<file path="config.mk">
export PLATFORM = sky130hd
export DESIGN_NAME = bsm_strap_clock_mask
export DESIGN_NICKNAME = d
export VERILOG_FILES = /design/src/bsm_pkg.sv /design/src/bsm_tap.sv /design/src/bsm_strap_clock_mask.sv
export SDC_FILE = /design/constraint.sdc
export NUM_CORES = 1
export LEC_CHECK = 0
export BUFFER_PORTS_ARGS = -buffer_cell sky130_fd_sc_hd__buf_4
export CAP_MARGIN = 20
export CORE_MARGIN = 2
export CORE_UTILIZATION = 45
export CTS_CLUSTER_SIZE = 12
export DETAILED_ROUTE_END_ITERATION = 6
export GPL_TIMING_DRIVEN = 0
export PLACE_DENSITY = 0.64
export SYNTH_ARGS = -nofsm -noshare
export SYNTH_HDL_FRONTEND = slang
export SYNTH_SLANG_ARGS = --single-unit
export TNS_END_PERCENT = 5
</file>
<file path="constraint.sdc">
create_clock -name CLK -period 4.92 [get_ports CLK]
set_clock_uncertainty 0.1 [all_clocks]
set_input_delay 0 -clock CLK [delete_from_list [all_inputs] [get_ports CLK]]
set_output_delay 0 -clock CLK [all_outputs]
set_load 0.005 [all_outputs]
</file>
<file path="src/bsm_pkg.sv">
// Purpose: Shared constants and types for the strap and secondary clock mask block.
// Assumes: Configuration space is reached by byte offset on an internal access port.
// Notes:   Offsets are byte addresses; reads and writes are whole 32-bit words.
package bsm_pkg;

  // ---------------------------------------------------------------------------
  // Sizes
  // ---------------------------------------------------------------------------
  localparam int CLK_OUT_N = 10;
  localparam int GPIO_N    = 4;
  localparam int IR_W      = 4;

  // ---------------------------------------------------------------------------
  // Configuration offsets
  // ---------------------------------------------------------------------------
  localparam logic [7:0] OFS_CMD_STAT  = 8'h04;
  localparam logic [7:0] OFS_PM_CAP    = 8'hDE;
  localparam logic [7:0] OFS_GPIO      = 8'h60;
  localparam logic [7:0] OFS_SCLK_MASK = 8'h68;
  localparam logic [7:0] OFS_PM_CSR    = 8'hE0;

  // ---------------------------------------------------------------------------
  // Field positions and values
  // ---------------------------------------------------------------------------
  localparam int STAT_66_BIT  = 21;
  localparam int PM_WAKE_LSB  = 27;
  localparam int GPIO_OUT_LSB = 0;
  localparam int GPIO_OE_LSB  = 4;
  localparam int GPIO_IN_LSB  = 8;
  localparam int FEEDBACK_BIT = 31;
  localparam logic [4:0]  WAKE_ALL   = 5'h1F;
  localparam logic [4:0]  WAKE_NONE  = 5'h00;
  localparam logic [1:0]  PWR_D2     = 2'h2;
  localparam logic [1:0]  PWR_D3HOT  = 2'h3;
  localparam logic [1:0]  PWR_RST    = 2'h0;
  localparam logic [15:0] CMD_RST    = 16'h0000;
  localparam logic [3:0]  IR_BYPASS  = 4'hF;
  localparam logic [3:0]  IR_IDCODE  = 4'h1;
  localparam logic [3:0]  IR_CAPTURE = 4'h1;
  // Arbitrary identification value; bit 0 must stay set.
  localparam logic [31:0] IDCODE_DEF = 32'h0A5A_0001;

  // ---------------------------------------------------------------------------
  // Types
  // ---------------------------------------------------------------------------
  typedef enum logic [1:0] {
    LD_IDLE  = 2'b00,
    LD_SHIFT = 2'b01,
    LD_DONE  = 2'b10
  } bsm_load_e;

  typedef enum logic [3:0] {
    TS_RESET  = 4'b0000, TS_IDLE   = 4'b0001, TS_SEL_DR = 4'b0010, TS_CAP_DR = 4'b0011,
    TS_SH_DR  = 4'b0100, TS_EX1_DR = 4'b0101, TS_PA_DR  = 4'b0110, TS_EX2_DR = 4'b0111,
    TS_UP_DR  = 4'b1000, TS_SEL_IR = 4'b1001, TS_CAP_IR = 4'b1010, TS_SH_IR  = 4'b1011,
    TS_EX1_IR = 4'b1100, TS_PA_IR  = 4'b1101, TS_EX2_IR = 4'b1110, TS_UP_IR  = 4'b1111
  } bsm_tap_e;

  typedef struct packed {
    logic        wr;
    logic        rd;
    logic [7:0]  addr;
    logic [31:0] wdata;
  } bsm_cfg_req_s;

endpackage

</file>
<file path="src/bsm_tap.sv">
// Purpose: Boundary-scan test access port controller with instruction and data paths.
// Assumes: TCK is slow against CLK and synchronous to it, so it is sampled as data.
// Notes:   Only bypass and identification registers are behind the port.
`timescale 1ns/100ps
module bsm_tap
  import bsm_pkg::*;
#(
  parameter logic [31:0] IDCODE = IDCODE_DEF
)
(
  input  wire logic clk,
  input  wire logic rst,
  input  wire logic tck,
  input  wire logic tms,
  input  wire logic tdi,
  input  wire logic trst_n,
  output logic      tdo,
  output logic      tdo_en
);

  bsm_tap_e         st_q;
  bsm_tap_e         st_d;
  logic             tck_q;
  logic [IR_W-1:0]  ir_q;
  logic [IR_W-1:0]  irsh_q;
  logic [31:0]      dr_q;

  // ---------------------------------------------------------------------------
  // Test clock edges
  // ---------------------------------------------------------------------------
  wire tck_rise = tck & ~tck_q;
  wire tck_fall = ~tck & tck_q;
  wire tap_init = rst | ~trst_n;
  wire is_byp   = (ir_q != IR_IDCODE);
  wire shift_dr = (st_q == TS_SH_DR);
  wire shift_ir = (st_q == TS_SH_IR);
  wire shift_bit = shift_ir ? irsh_q[0] : dr_q[0];

  // Controller walk, one step per rising test clock.
  always_comb
  begin
    case (st_q)                                            // see [RULE10]
      TS_RESET:  st_d = tms ? TS_RESET  : TS_IDLE;
      TS_IDLE:   st_d = tms ? TS_SEL_DR : TS_IDLE;
      TS_SEL_DR: st_d = tms ? TS_SEL_IR : TS_CAP_DR;
      TS_CAP_DR: st_d = tms ? TS_EX1_DR : TS_SH_DR;
      TS_SH_DR:  st_d = tms ? TS_EX1_DR : TS_SH_DR;
      TS_EX1_DR: st_d = tms ? TS_UP_DR  : TS_PA_DR;
      TS_PA_DR:  st_d = tms ? TS_EX2_DR : TS_PA_DR;
      TS_EX2_DR: st_d = tms ? TS_UP_DR  : TS_SH_DR;
      TS_UP_DR:  st_d = tms ? TS_SEL_DR : TS_IDLE;
      TS_SEL_IR: st_d = tms ? TS_RESET  : TS_CAP_IR;
      TS_CAP_IR: st_d = tms ? TS_EX1_IR : TS_SH_IR;
      TS_SH_IR:  st_d = tms ? TS_EX1_IR : TS_SH_IR;
      TS_EX1_IR: st_d = tms ? TS_UP_IR  : TS_PA_IR;
      TS_PA_IR:  st_d = tms ? TS_EX2_IR : TS_PA_IR;
      TS_EX2_IR: st_d = tms ? TS_UP_IR  : TS_SH_IR;
      TS_UP_IR:  st_d = tms ? TS_SEL_DR : TS_IDLE;
      default:   st_d = TS_RESET;
    endcase
  end

  // State, instruction and data registers move on the rising test clock.
  always_ff @(posedge clk)
  begin
    tck_q <= tck;
    if (tap_init)
    begin
      st_q <= TS_RESET;                                    // see [RULE9]
      ir_q <= IR_IDCODE;
    end
    else if (tck_rise)
    begin
      st_q <= st_d;
      if (st_q == TS_RESET)  ir_q <= IR_IDCODE;
      if (st_q == TS_UP_IR)  ir_q <= irsh_q;
      if (st_q == TS_CAP_IR) irsh_q <= IR_CAPTURE;
      if (shift_ir)          irsh_q <= {tdi, irsh_q[IR_W-1:1]};   // see [RULE11]
      if (st_q == TS_CAP_DR) dr_q <= is_byp ? 32'h0000_0000 : IDCODE;
      if (shift_dr)          dr_q <= is_byp ? {31'h0000_0000, tdi} : {tdi, dr_q[31:1]};
    end
  end

  // Output changes on the falling test clock so the tester samples a stable bit.
  always_ff @(posedge clk)
  begin
    if (tap_init)
    begin
      tdo    <= 1'b0;
      tdo_en <= 1'b0;
    end
    else if (tck_fall)
    begin
      tdo    <= (shift_dr | shift_ir) & shift_bit;         // see [RULE11]
      tdo_en <= shift_dr | shift_ir;
    end
  end

endmodule

</file>
<file path="src/bsm_strap_clock_mask.sv">
// Purpose: Strap capture, secondary clock disable mask, clock gating, GPIO and test port.
// Assumes: CLK is the primary bus clock at 25 MHz; RST is primary reset, synchronous.
// Notes:   Configuration reads answer on CFG_RDATA one cycle after the read strobe.
//
// Notes on behaviour
// [RULE1] Mask stream loads after primary reset releases while secondary reset is held.
// [RULE2] Each mask bit shifts into the clock mask register; set bits disable clocks.
// [RULE3] Mask input low keeps all clocks running; high drives all clock outputs high.
// [RULE4] Strap high and D2 or D3hot: secondary bus in B2, clocks driven low.
// [RULE5] Strap low: D2 or D3hot leaves the secondary clocks unaffected.
// [RULE6] Fast clock strap high sets status bit 21 of the dword at offset 04h.
// [RULE7] Wake strap low presets capability bits 31:27 at DEh to ones, high to zeros.
// [RULE8] Four general-purpose pins, each input-only or bidirectional by an enable register.
// [RULE9] Active-low test reset forces the test port controller to its initial state.
// [RULE10] Test mode select steers the controller, sampled on the test clock.
// [RULE11] Instructions and data shift in on TDI and out on TDO, timed by TCK.
// [RULE12] Clock outputs are phase synchronous to CLK; one feeds back to the input.
// [RULE13] Fast clock strap low makes status bit 21 at offset 04h read zero.
`timescale 1ns/100ps
module bsm_strap_clock_mask
  import bsm_pkg::*;
#(
  parameter int CLK_N  = CLK_OUT_N,
  parameter int GPIO_W = GPIO_N
)
(
  input  wire logic                  CLK,
  input  wire logic                  RST,
  input  wire bsm_pkg::bsm_cfg_req_s CFG_REQ,
  output logic [31:0]                CFG_RDATA,
  input  wire logic                  CLOCK_MASK_SERIAL_IN,
  input  wire logic                  BUS_POWER_CLOCK_CTRL_STRAP,
  input  wire logic                  FAST_CLOCK_CAPABLE_STRAP,
  input  wire logic                  WAKE_SUPPORT_STRAP_N,
  output logic [CLK_N-1:0]           SECONDARY_CLOCK_OUTPUTS,
  input  wire logic                  SECONDARY_CLOCK_FEEDBACK,
  output logic                       SEC_RESET_N,
  output logic                       SEC_BUS_B2,
  input  wire logic [GPIO_W-1:0]     GPIO_IN,
  output logic [GPIO_W-1:0]          GPIO_OUT,
  output logic [GPIO_W-1:0]          GPIO_OE,
  input  wire logic                  TCK,
  input  wire logic                  TMS,
  input  wire logic                  TDI,
  input  wire logic                  TRST_N,
  output logic                       TDO,
  output logic                       TDO_EN
);

  localparam int CNT_W = $clog2(CLK_N);
  localparam logic [CNT_W-1:0] CNT_LAST = CNT_W'(CLK_N - 1);

  bsm_load_e         ld_q;
  bsm_load_e         ld_d;
  logic [CNT_W-1:0]  cnt_q;
  logic [CLK_N-1:0]  mask_q;
  logic [CLK_N-1:0]  mask_d;
  logic [CLK_N-1:0]  clk_d;
  logic              div_q;
  logic              fast_q;
  logic              wake_n_q;
  logic              bpcc_q;
  logic              fb_q;
  logic [15:0]       cmd_q;
  logic [1:0]        pwr_q;
  logic [GPIO_W-1:0] gin_q;

  // ---------------------------------------------------------------------------
  // Configuration decode
  // ---------------------------------------------------------------------------
  // Decoding is plain address compare; unmapped offsets read as zero.
  wire hit_cmd  = (CFG_REQ.addr == OFS_CMD_STAT);
  wire hit_pmc  = (CFG_REQ.addr == OFS_PM_CAP);
  wire hit_gpio = (CFG_REQ.addr == OFS_GPIO);
  wire hit_mask = (CFG_REQ.addr == OFS_SCLK_MASK);
  wire hit_pcsr = (CFG_REQ.addr == OFS_PM_CSR);
  wire wr_cmd   = CFG_REQ.wr & hit_cmd;
  wire wr_gpio  = CFG_REQ.wr & hit_gpio;
  wire wr_mask  = CFG_REQ.wr & hit_mask;
  wire wr_pcsr  = CFG_REQ.wr & hit_pcsr;

  // Status bit 21 follows the captured strap alone, so a low strap reads zero.
  wire [31:0] rd_cmd  = {16'h0000, cmd_q} | (32'(fast_q) << STAT_66_BIT);  // see [RULE6] [RULE13]
  wire [4:0]  wake_f  = wake_n_q ? WAKE_NONE : WAKE_ALL;                    // see [RULE7]
  wire [31:0] rd_pmc  = 32'(wake_f) << PM_WAKE_LSB;
  wire [31:0] rd_gpio = (32'(GPIO_OUT) << GPIO_OUT_LSB) | (32'(GPIO_OE) << GPIO_OE_LSB)
                      | (32'(gin_q) << GPIO_IN_LSB);
  wire [31:0] rd_mask = (32'(fb_q) << FEEDBACK_BIT) | 32'(mask_q);
  wire [31:0] rd_pcsr = 32'(pwr_q);
  wire [31:0] rd_mux  = hit_cmd  ? rd_cmd  :
                        hit_pmc  ? rd_pmc  :
                        hit_gpio ? rd_gpio :
                        hit_mask ? rd_mask :
                        hit_pcsr ? rd_pcsr : 32'h0000_0000;

  // ---------------------------------------------------------------------------
  // Power state and clock gating
  // ---------------------------------------------------------------------------
  // B2 needs both the strap and a deep power state; with the strap low the
  // power state has no hold on the clocks at all.
  wire low_pwr = (pwr_q == PWR_D2) | (pwr_q == PWR_D3HOT);
  wire b2_d    = bpcc_q & low_pwr;                                          // see [RULE4] [RULE5]

  // Per-output gate: B2 forces low, a mask bit parks the output high.
  genvar gi;
  generate
    for (gi = 0; gi < CLK_N; gi = gi + 1)
    begin : g_clk
      always_comb
      begin
        if (b2_d)
          clk_d[gi] = 1'b0;                                                 // see [RULE4]
        else if (mask_q[gi])
          clk_d[gi] = 1'b1;                                                 // see [RULE2] [RULE3]
        else
          clk_d[gi] = ~div_q;                                               // see [RULE12]
      end
    end
  endgenerate

  // ---------------------------------------------------------------------------
  // Serial mask loader
  // ---------------------------------------------------------------------------
  // One mask bit per clock while the secondary reset is still held; the first
  // bit received ends up in mask bit 0.
  always_comb
  begin
    ld_d   = ld_q;
    mask_d = mask_q;
    case (ld_q)
      LD_IDLE:
      begin
        if (!SEC_RESET_N)
          ld_d = LD_SHIFT;                                                  // see [RULE1]
      end
      LD_SHIFT:
      begin
        mask_d = {CLOCK_MASK_SERIAL_IN, mask_q[CLK_N-1:1]};                 // see [RULE2]
        if (cnt_q == CNT_LAST)
          ld_d = LD_DONE;
      end
      LD_DONE:
      begin
        if (wr_mask)
          mask_d = CFG_REQ.wdata[CLK_N-1:0];
      end
      default:
      begin
        ld_d = LD_IDLE;
      end
    endcase
  end

  // Loader state, counter and the secondary reset it holds.
  always_ff @(posedge CLK)
  begin
    if (RST)
    begin
      ld_q        <= LD_IDLE;
      cnt_q       <= '0;
      mask_q      <= '0;
      SEC_RESET_N <= 1'b0;
    end
    else
    begin
      ld_q        <= ld_d;
      mask_q      <= mask_d;
      cnt_q       <= (ld_q == LD_SHIFT) ? cnt_q + 1'b1 : '0;
      SEC_RESET_N <= (ld_d == LD_DONE);                                     // see [RULE1]
    end
  end

  // ---------------------------------------------------------------------------
  // Strap capture
  // ---------------------------------------------------------------------------
  // Straps are caught in the first cycle after reset release, not during
  // reset, so a strap that settles late in reset is still seen.
  always_ff @(posedge CLK)
  begin
    if (RST)
    begin
      fast_q   <= 1'b0;
      wake_n_q <= 1'b1;
      bpcc_q   <= 1'b0;
    end
    else if (ld_q == LD_IDLE)
    begin
      fast_q   <= FAST_CLOCK_CAPABLE_STRAP;                                 // see [RULE6]
      wake_n_q <= WAKE_SUPPORT_STRAP_N;                                     // see [RULE7]
      bpcc_q   <= BUS_POWER_CLOCK_CTRL_STRAP;
    end
  end

  // ---------------------------------------------------------------------------
  // Writable configuration state
  // ---------------------------------------------------------------------------
  always_ff @(posedge CLK)
  begin
    if (RST)
    begin
      cmd_q    <= CMD_RST;
      pwr_q    <= PWR_RST;
      GPIO_OUT <= '0;
      GPIO_OE  <= '0;
    end
    else
    begin
      if (wr_cmd)
        cmd_q <= CFG_REQ.wdata[15:0];
      if (wr_pcsr)
        pwr_q <= CFG_REQ.wdata[1:0];
      if (wr_gpio)
      begin
        GPIO_OUT <= CFG_REQ.wdata[GPIO_OUT_LSB +: GPIO_W];
        GPIO_OE  <= CFG_REQ.wdata[GPIO_OE_LSB +: GPIO_W];                   // see [RULE8]
      end
    end
  end

  // ---------------------------------------------------------------------------
  // Clock outputs, sampled inputs and read data
  // ---------------------------------------------------------------------------
  // The divider gives secondary clocks at half CLK, edge aligned with it; a
  // true full-rate copy would need a clock gate outside this logic.
  always_ff @(posedge CLK)
  begin
    if (RST)
    begin
      div_q                   <= 1'b0;
      SECONDARY_CLOCK_OUTPUTS <= '0;
      SEC_BUS_B2              <= 1'b0;
      fb_q                    <= 1'b0;
      gin_q                   <= '0;
      CFG_RDATA               <= 32'h0000_0000;
    end
    else
    begin
      div_q                   <= ~div_q;
      SECONDARY_CLOCK_OUTPUTS <= clk_d;                                     // see [RULE12]
      SEC_BUS_B2              <= b2_d;                                      // see [RULE4]
      fb_q                    <= SECONDARY_CLOCK_FEEDBACK;
      gin_q                   <= GPIO_IN;
      CFG_RDATA               <= CFG_REQ.rd ? rd_mux : 32'h0000_0000;
    end
  end

  // ---------------------------------------------------------------------------
  // Test access port
  // ---------------------------------------------------------------------------
  bsm_tap #(
    .IDCODE (IDCODE_DEF)
  ) bsm_tap_i (
    .clk    (CLK),
    .rst    (RST),
    .tck    (TCK),
    .tms    (TMS),
    .tdi    (TDI),
    .trst_n (TRST_N),
    .tdo    (TDO),
    .tdo_en (TDO_EN)
  );

endmodule

</file>
==> metrics.md, run 1 <==
| Metric | Value |
|---|---|
| Area grow syn2layout | 36.1% |
| # diodes | 0 |
| Critical path class | in -> reg |
| Mux cell area share after synthesis | 0.0702 |
| Total wire length | roughly 12 mm |
| Synth Area in Compound Gates | 0.116 |
| Initial core utilization | 0.456 |
| CTS root buf | clkbuf_16 |
| Fraction of registers with async set/reset | 0 |
| Switching pwr | around 0.56 mW |
| Status | finished, final reports clean |
| EDFF count, synth | 36 |
| First-pass GRT wire length | slightly below 20 mm |
| Maxcap violations | 0 |
| Worst Path Max Fanout | 10 |
| GRT Overall Usage | 0.204 |
| Rows | 39 |
| Maximum clock insertion buffer count | 2 |
| Largest family of logic cells by synthesized area | simple AND/OR/NAND/NOR gates |
| Sw Share | 0.213 |
| Post-route setup TNS | 0 ns |
| Synth Instances | around 490 |
| Syn Area/Cell | between 10 and 15 µm² |
| Part of the power in registers | 0.427 |
| Largest net degree at the start of global routing | 17 |
| Top_reg_cell synth | dfxtp_1 |
| Clock transition at path regs | 0.06 ns |
| CTS tree | yes |
| DRT antenna net count | 0 |
| Crit path max-delay family | buffers and inverters |
| Worst Hold Depth | 3 |
| # fillers | between 900 and 1000 |
| Final setup fails | 0 |
| Vias | 4082 |
| Worst Tran Pin Value | around 0.9 ns |
| DR DRC count | 0 |
| Unique masters post-synth | 50 |
| Placed cell areas | 5990 µm² |
| Port Buf Inserts | just over 80 |
| I/O Pins | approximately 110 |
| Reg2Reg Depth | 8 |
| CP Data Arrival Time | approximately 3.2 ns |
| Via count of the first global-routing pass | 3963 |
| Total CTS buffers | 17 |
| H-tree depth | 4 |
| Die H | approximately 110 µm |
| Clk pwr share | 0.518 |
| Static Leak | ~2.9 nW |
| Tmin final | 2.91 ns |
| Worst slew margin | 0.380 |
| Post-Synth XOR/XNOR Area | 0.00512 |
| F_max | ~340 MHz |
| Min-delay worst type | in -> reg |
| Int Power | around 2.1 mW |
| Worst-path cell chain | dlygate4sd3_1, buf_4, or4_4, dlygate4sd3_1, nor4_2, clkbuf_1, nand2_1, o21ai_0 |
| Global placer's final weighted congestion | 0.852 |
| Die Wd | about 110 µm |
| Peak supply drop | about 0.0003 V |
| Worst path depth | 8 |
| Layout cells sized above 1 | 0.207 |
| Period utilization | 0.592 |
| Post-detailed-route via-to-cell ratio | between 5 and 6 |
| Hold Fails Final Rpt | 0 |
| Setup crit end kind | flip-flop |
| RSZ-0062 raised after global routing | no |
| Warnings, synthesis | 0 |
| CP max stage delay | 0.60 ns |
| Synth Cell Area | ~5000 µm² |
| DR pass1 iterations | 5 |
| Clk sinks | ~130 |
| Overflow after GRT | 0 |
| Nets | between 600 and 700 |
| Wire length per cell | 15.5 µm |
| Worst setup SP type | input pin |
| Initial antenna violation count | 0 |
| Worst Path Buf+Inv | 4 |
| Core Box Area | 11300 µm² |
| Simple-Gate Fraction of Synth Area | 0.172 |
| Crit path required time | 5.16 ns |
| 1st-iter DRT viols | between 300 and 400 |
| Hold Worst Slack | 0.0198 ns |
| Yosys reg bits | 129 |
| Post-Synth Adder-Cell Area | 0.00487 |
| Post-CTS Setup Repair Bufs | 0 |
| Final slew viol count | 0 |
| Final Cell Area | 6990 µm² |
| Final design utilization | 0.620 |
| CP most frequent cell | dlygate4sd3_1 |
| DP HPWL | roughly 8 mm |
| Highest-delay cell along the critical path | dlygate4sd3_1 |
| Register area share after synthesis | 0.573 |
| Logic pwr share | 0.056 |
| Worst-Skew Late Latency | around 0.42 ns |
| Pwr Density | 374 nW/µm² |
| Die area | between 10000 and 15000 µm² |
[per-stage QoR]
| step | setup slack (ns) | instances | power [mW] |
|---|---|---|---|
| after floorplan | 1.12 | 501 | 1.20 |
| after global placement | 0.111 | 725 | 1.26 |
| after detailed placement | 2.18 | 727 | 1.26 |
| after CTS | 2.07 | 795 | 2.62 |
| after global routing | 1.83 | 795 | 2.68 |
| final | 2.01 | 795 | 2.61 |
[logic make-up after synthesis]
group,after synthesis
muxes,36
AOI/OAI and AO/OA,89
and+or+nand+nor,169
xor gates and xnor gates,3
buffers and inverters,63
other,1
adders and majority gates,2
DFF,129
[worst paths after layout]
| path | slack (ns) | end | from |
|---|---|---|---|
| max reg2reg | 2.16 | bsm_tap_i.dr_q[15] | bsm_tap_i.st_q[1] |
| min | 0.02 | ld_q[0] | RST |
| min reg2reg | 0.36 | CFG_RDATA[13] | cmd_q[13] |
| max | 2.01 | CFG_RDATA[4] | CFG_REQ[33] |
[cell usage after synthesis, types with 11 or more instances]
library cell | number | share of area
a21oi_1 | 25 | 0.024
a221oi_1 | 11 | 0.019
and3_1 | 26 | 0.032
buf_4 | 13 | 0.019
clkbuf_1 | 29 | 0.021
dfxtp_1 | 93 | 0.36
edfxtp_1 | 36 | 0.21
inv_1 | 17 | 0.012
mux2i_1 | 36 | 0.070
nand2_1 | 21 | 0.015
nor2_1 | 61 | 0.045
nor2b_1 | 14 | 0.017
o21ai_0 | 19 | 0.019
[cells in the final DEF (no fill, tap or decap), types with 14 or more instances in the layout]
cell type and n:
buf_4 94, dfxtp_1 93, nor2_1 61, mux2i_1 36, edfxtp_1 36, dlygate4sd3_1 36, clkbuf_1 31, and3_1 26
a21oi_1 25, nand2_1 21, o21ai_0 19, clkbuf_16 19, inv_1 17, nor2b_1 14
[power by group through the flow]
stage               combinational, mW  sequential, mW  clock (mW)
global placement                0.119            1.14           0
floorplan                      0.0633            1.14           0
finish                          0.145            1.11        1.35
detailed placement              0.121            1.14           0
CTS                             0.144            1.11        1.36
global route                    0.157            1.12        1.41
[metal layers]
| layer | track usage | share of wire | vias up |
|---|---|---|---|
| met4 | 0.0667 | 0.014 | 0 |
| met3 | 0.0530 | 0.049 | 16 |
| met2 | 0.339 | 0.48 | 121 |
| li1 | - | - | 2019 |
| met5 | 0 | 0 | - |
| met1 | 0.261 | 0.46 | 1926 |
[flip-flops by register name, summed over array words and instances, names as in the netlist]
name,flops
GPIO_OE,4
gin_q,4
fb_q,1
SECONDARY_CLOCK_OUTPUTS,10
bsm_tap_i.dr_q,32
bsm_tap_i.tdo,1
GPIO_OUT,4
SEC_RESET_N,1
bsm_tap_i.tck_q,1
mask_q,10
fast_q,1
pwr_q,2
bsm_tap_i.tdo_en,1
cmd_q,16
wake_n_q,1
bsm_tap_i.st_q,4
bsm_tap_i.ir_q,4
CFG_RDATA,19
cnt_q,4
bsm_tap_i.irsh_q,4
ld_q,2
div_q,1
SEC_BUS_B2,1
bpcc_q,1
[what timing repair did]
action / in CTS / in global routing
endpoints found under the setup margin: 0 / 0
hold buffers: 36 / 0
endpoints found under the hold margin: 63 / 0
resized for setup: 0 / 0
[worst reg2reg max path, stage by stage, from the launching register on]
cell and delay [ns]:
dfxtp_1 0.31, clkbuf_1 0.26, clkbuf_1 0.36, nand2_1 0.10
nor2_1 0.10, a21oi_1 0.06, nor3_2 0.76, buf_8 0.24
buf_6 0.17
[area by class of cell]
type	instances	area [µm²]	share of cell area
well taps	143	179	0.0256
multi-input cells	309	1940	0.277
inverters	17	63.8	0.00913
flip-flops and latches	129	2940	0.421
clock inverters	10	145	0.0208
clock buffers	22	497	0.0711
repair buffers	119	995	0.142
plain buffers	46	230	0.0329
Power figures use the tool's default switching activity.
==> run 2, diff against run 1 <==
clock period = 3 ns   (was 4.92 ns; I/O delays follow)
==> metrics.md, run 2 (synthesis gave the netlist of run 1 again) <==
| Metric | Value |
|---|---|
| 1st-iter DRT viols | 310 |
| Total CTS buffers | 17 |
| Worst-Skew Late Latency | between 0.4 and 0.5 ns |
| Nets | ~700 |
| F_max | between 300 and 400 MHz |
| Reg-to-Reg End | bsm_tap_i.dr_q[22] |
| Hold Crit Endpoint | CFG_RDATA[30] |
| Largest register FFs | 32 |
| I/O Pins | about 110 |
| Top flop regs | bsm_tap_i.dr_q: 32 flops, CFG_RDATA: 19 flops, cmd_q: 16 flops |
| Area grow syn2layout | 36.1% |
| Die area | roughly 12000 µm² |
| Die Wd | approximately 110 µm |
| Tmin final | 2.81 ns |
| RSZ-0062 raised after global routing | no |
| Static Leak | approximately 2.9 nW |
| Hold-fix buffers, CTS | 37 |
| Core Box Area | ~11000 µm² |
| Multi-input logic area | roughly 1900 µm² |
| Largest Register | bsm_tap_i.dr_q |
| DP Worst Slack | 0.473 ns |
| Port Buf Inserts | 81 |
| Worst-path cell chain | dlygate4sd3_1, buf_4, or3b_2, dlygate4sd3_1, or4_1, a211oi_1, dlygate4sd3_1 |
| Rows | 39 |
| # diodes | 0 |
| Final worst slack | 0.189 ns |
| GRT Overall Usage | 0.208 |
| # resized after CTS | 0 |
| Initial antenna violation count | 0 |
| Tot Pwr | 4.22 mW |
| Highest-delay cell along the critical path | dlygate4sd3_1 |
| Vias | a little over 4000 |
| H-tree depth | 4 |
| CP max stage delay | 0.59 ns |
| Critical path class | in -> reg |
| DRT antenna net count | 0 |
| FF/Latch Area | 2940 µm² |
| # fillers | 931 |
| CP most frequent cell | dlygate4sd3_1 |
| DR pass1 iterations | 5 |
| Total wire length | 12.6 mm |
| Overflow after GRT | 0 |
| Die H | about 110 µm |
| Largest net degree at the start of global routing | 21 |
| Worst setup SP type | input pin |
| Crit path required time | 3.26 ns |
| Min-delay worst type | in -> reg |
| Post-route setup TNS | 0 ns |
| Maxcap violations | 0 |
| Worst Path Max Fanout | 4 |
| Clk sinks | ~130 |
| Maximum clock insertion buffer count | 2 |
| Worst Tran Pin Value | 0.816 ns |
| Reg2Reg Depth | 5 |
| Via count of the first global-routing pass | between 4000 and 5000 |
| Reg2reg setup slack | 0.49 ns |
| Global placer's final weighted congestion | around 0.88 |
| CTS tree | yes |
| Layout cells sized above 1 | 0.207 |
| First-pass GRT wire length | around 20 mm |
| Worst Hold Depth | 4 |
| Post-detailed-route via-to-cell ratio | 5.18 |
| Hold_sp | CFG_REQ[39] |
| Initial core utilization | 0.456 |
| Pwr Density | 603 nW/µm² |
| Hold Fails Final Rpt | 0 |
| Peak supply drop | 0.000604 V |
| Final slew viol count | 0 |
| CP Data Arrival Time | 3.07 ns |
| DP HPWL | ~8 mm |
| Most frequent cells in the layout | buf_4 (94), dfxtp_1 (93), nor2_1 (61), dlygate4sd3_1 (37) |
| DR DRC count | 0 |
| Worst reg2reg startpoint | bsm_tap_i.st_q[2] |
| Status | finished, final reports clean |
| Post-CTS Setup Repair Bufs | 0 |
| Final Cell Area | 6990 µm² |
| Setup crit end kind | flip-flop |
| Most common cell after layout, fill and taps aside | buf_4 |
| Wire length per cell | roughly 16 µm |
| Clock transition at path regs | roughly 0.06 ns |
| Period utilization | 0.937 |
| CTS root buf | clkbuf_16 |
| Placed cell areas | around 6000 µm² |
| Worst slew margin | 0.451 |
| Placed insts | 726 |
| Final setup fails | 0 |
| Final Non-Filler Cells | 795 |
[run 2: changes by cell type in the layout (fill, tap and decap cells not counted), sizes merged]
cell         before  now
inv              19   21
bufinv            3    2
buf             100   99
clkinv            5    4
dlygate4sd3      36   37
[run 2: layout make-up]
type / count / share of cell area
Sequential cell: 129 / 0.421
Multi-Input combinational cell: 309 / 0.278
Timing Repair Buffer: 119 / 0.144
Clock buffer: 22 / 0.0725
Buffer: 46 / 0.0329
Tap cell: 143 / 0.0256
Clock inverter: 10 / 0.0168
Inverter: 17 / 0.00913
[run 2: how the worst max path moves through the flow]
stage                            from                  to  cells after the start  slack, ns
detailed placement  bsm_tap_i.st_q[2]  bsm_tap_i.dr_q[25]                      5       0.47
finish                    CFG_REQ[32]       CFG_RDATA[31]                      7       0.19
floorplan           bsm_tap_i.st_q[1]   bsm_tap_i.dr_q[0]                      6       0.18
global placement    bsm_tap_i.st_q[2]  bsm_tap_i.dr_q[26]                      4      -0.43
CTS                       CFG_REQ[32]       CFG_RDATA[31]                      7       0.22
global route              CFG_REQ[32]       CFG_RDATA[31]                      7       0.12
[run 2: layer usage]
layer | part of all wire | wire [µm] | GRT usage
met5 | 0 | 0 | 0
met4 | 0.012 | 152 | 0.0683
met2 | 0.49 | 6210 | 0.353
met3 | 0.041 | 519 | 0.0563
met1 | 0.45 | 5690 | 0.256
[run 2: power breakdown]
| part | total, mW | switching, mW | internal, mW |
|---|---|---|---|
| clock network | 2.15 | 0.779 | 1.37 |
| logic | 0.238 | 0.113 | 0.125 |
| registers | 1.83 | 0.0161 | 1.81 |
| total | 4.22 | 0.908 | 3.31 |
[run 2: worst max-delay path: cells and delay by family]
family / cells / cell delay, ns
buffers and inverters: 4 / 1.84
AND/OR/NAND/NOR: 2 / 1.03
AO/OA/AOI/OAI: 1 / 0.21
[run 2: metrics by stage]
step | hold WS (ns) | utilization
CTS | 0.0270 | 0.620
global placement | 0.0270 | 0.529
finish | 0.0350 | 0.620
floorplan | -0.0723 | -
global route | 0.0617 | 0.620
detailed placement | 0.0342 | 0.532
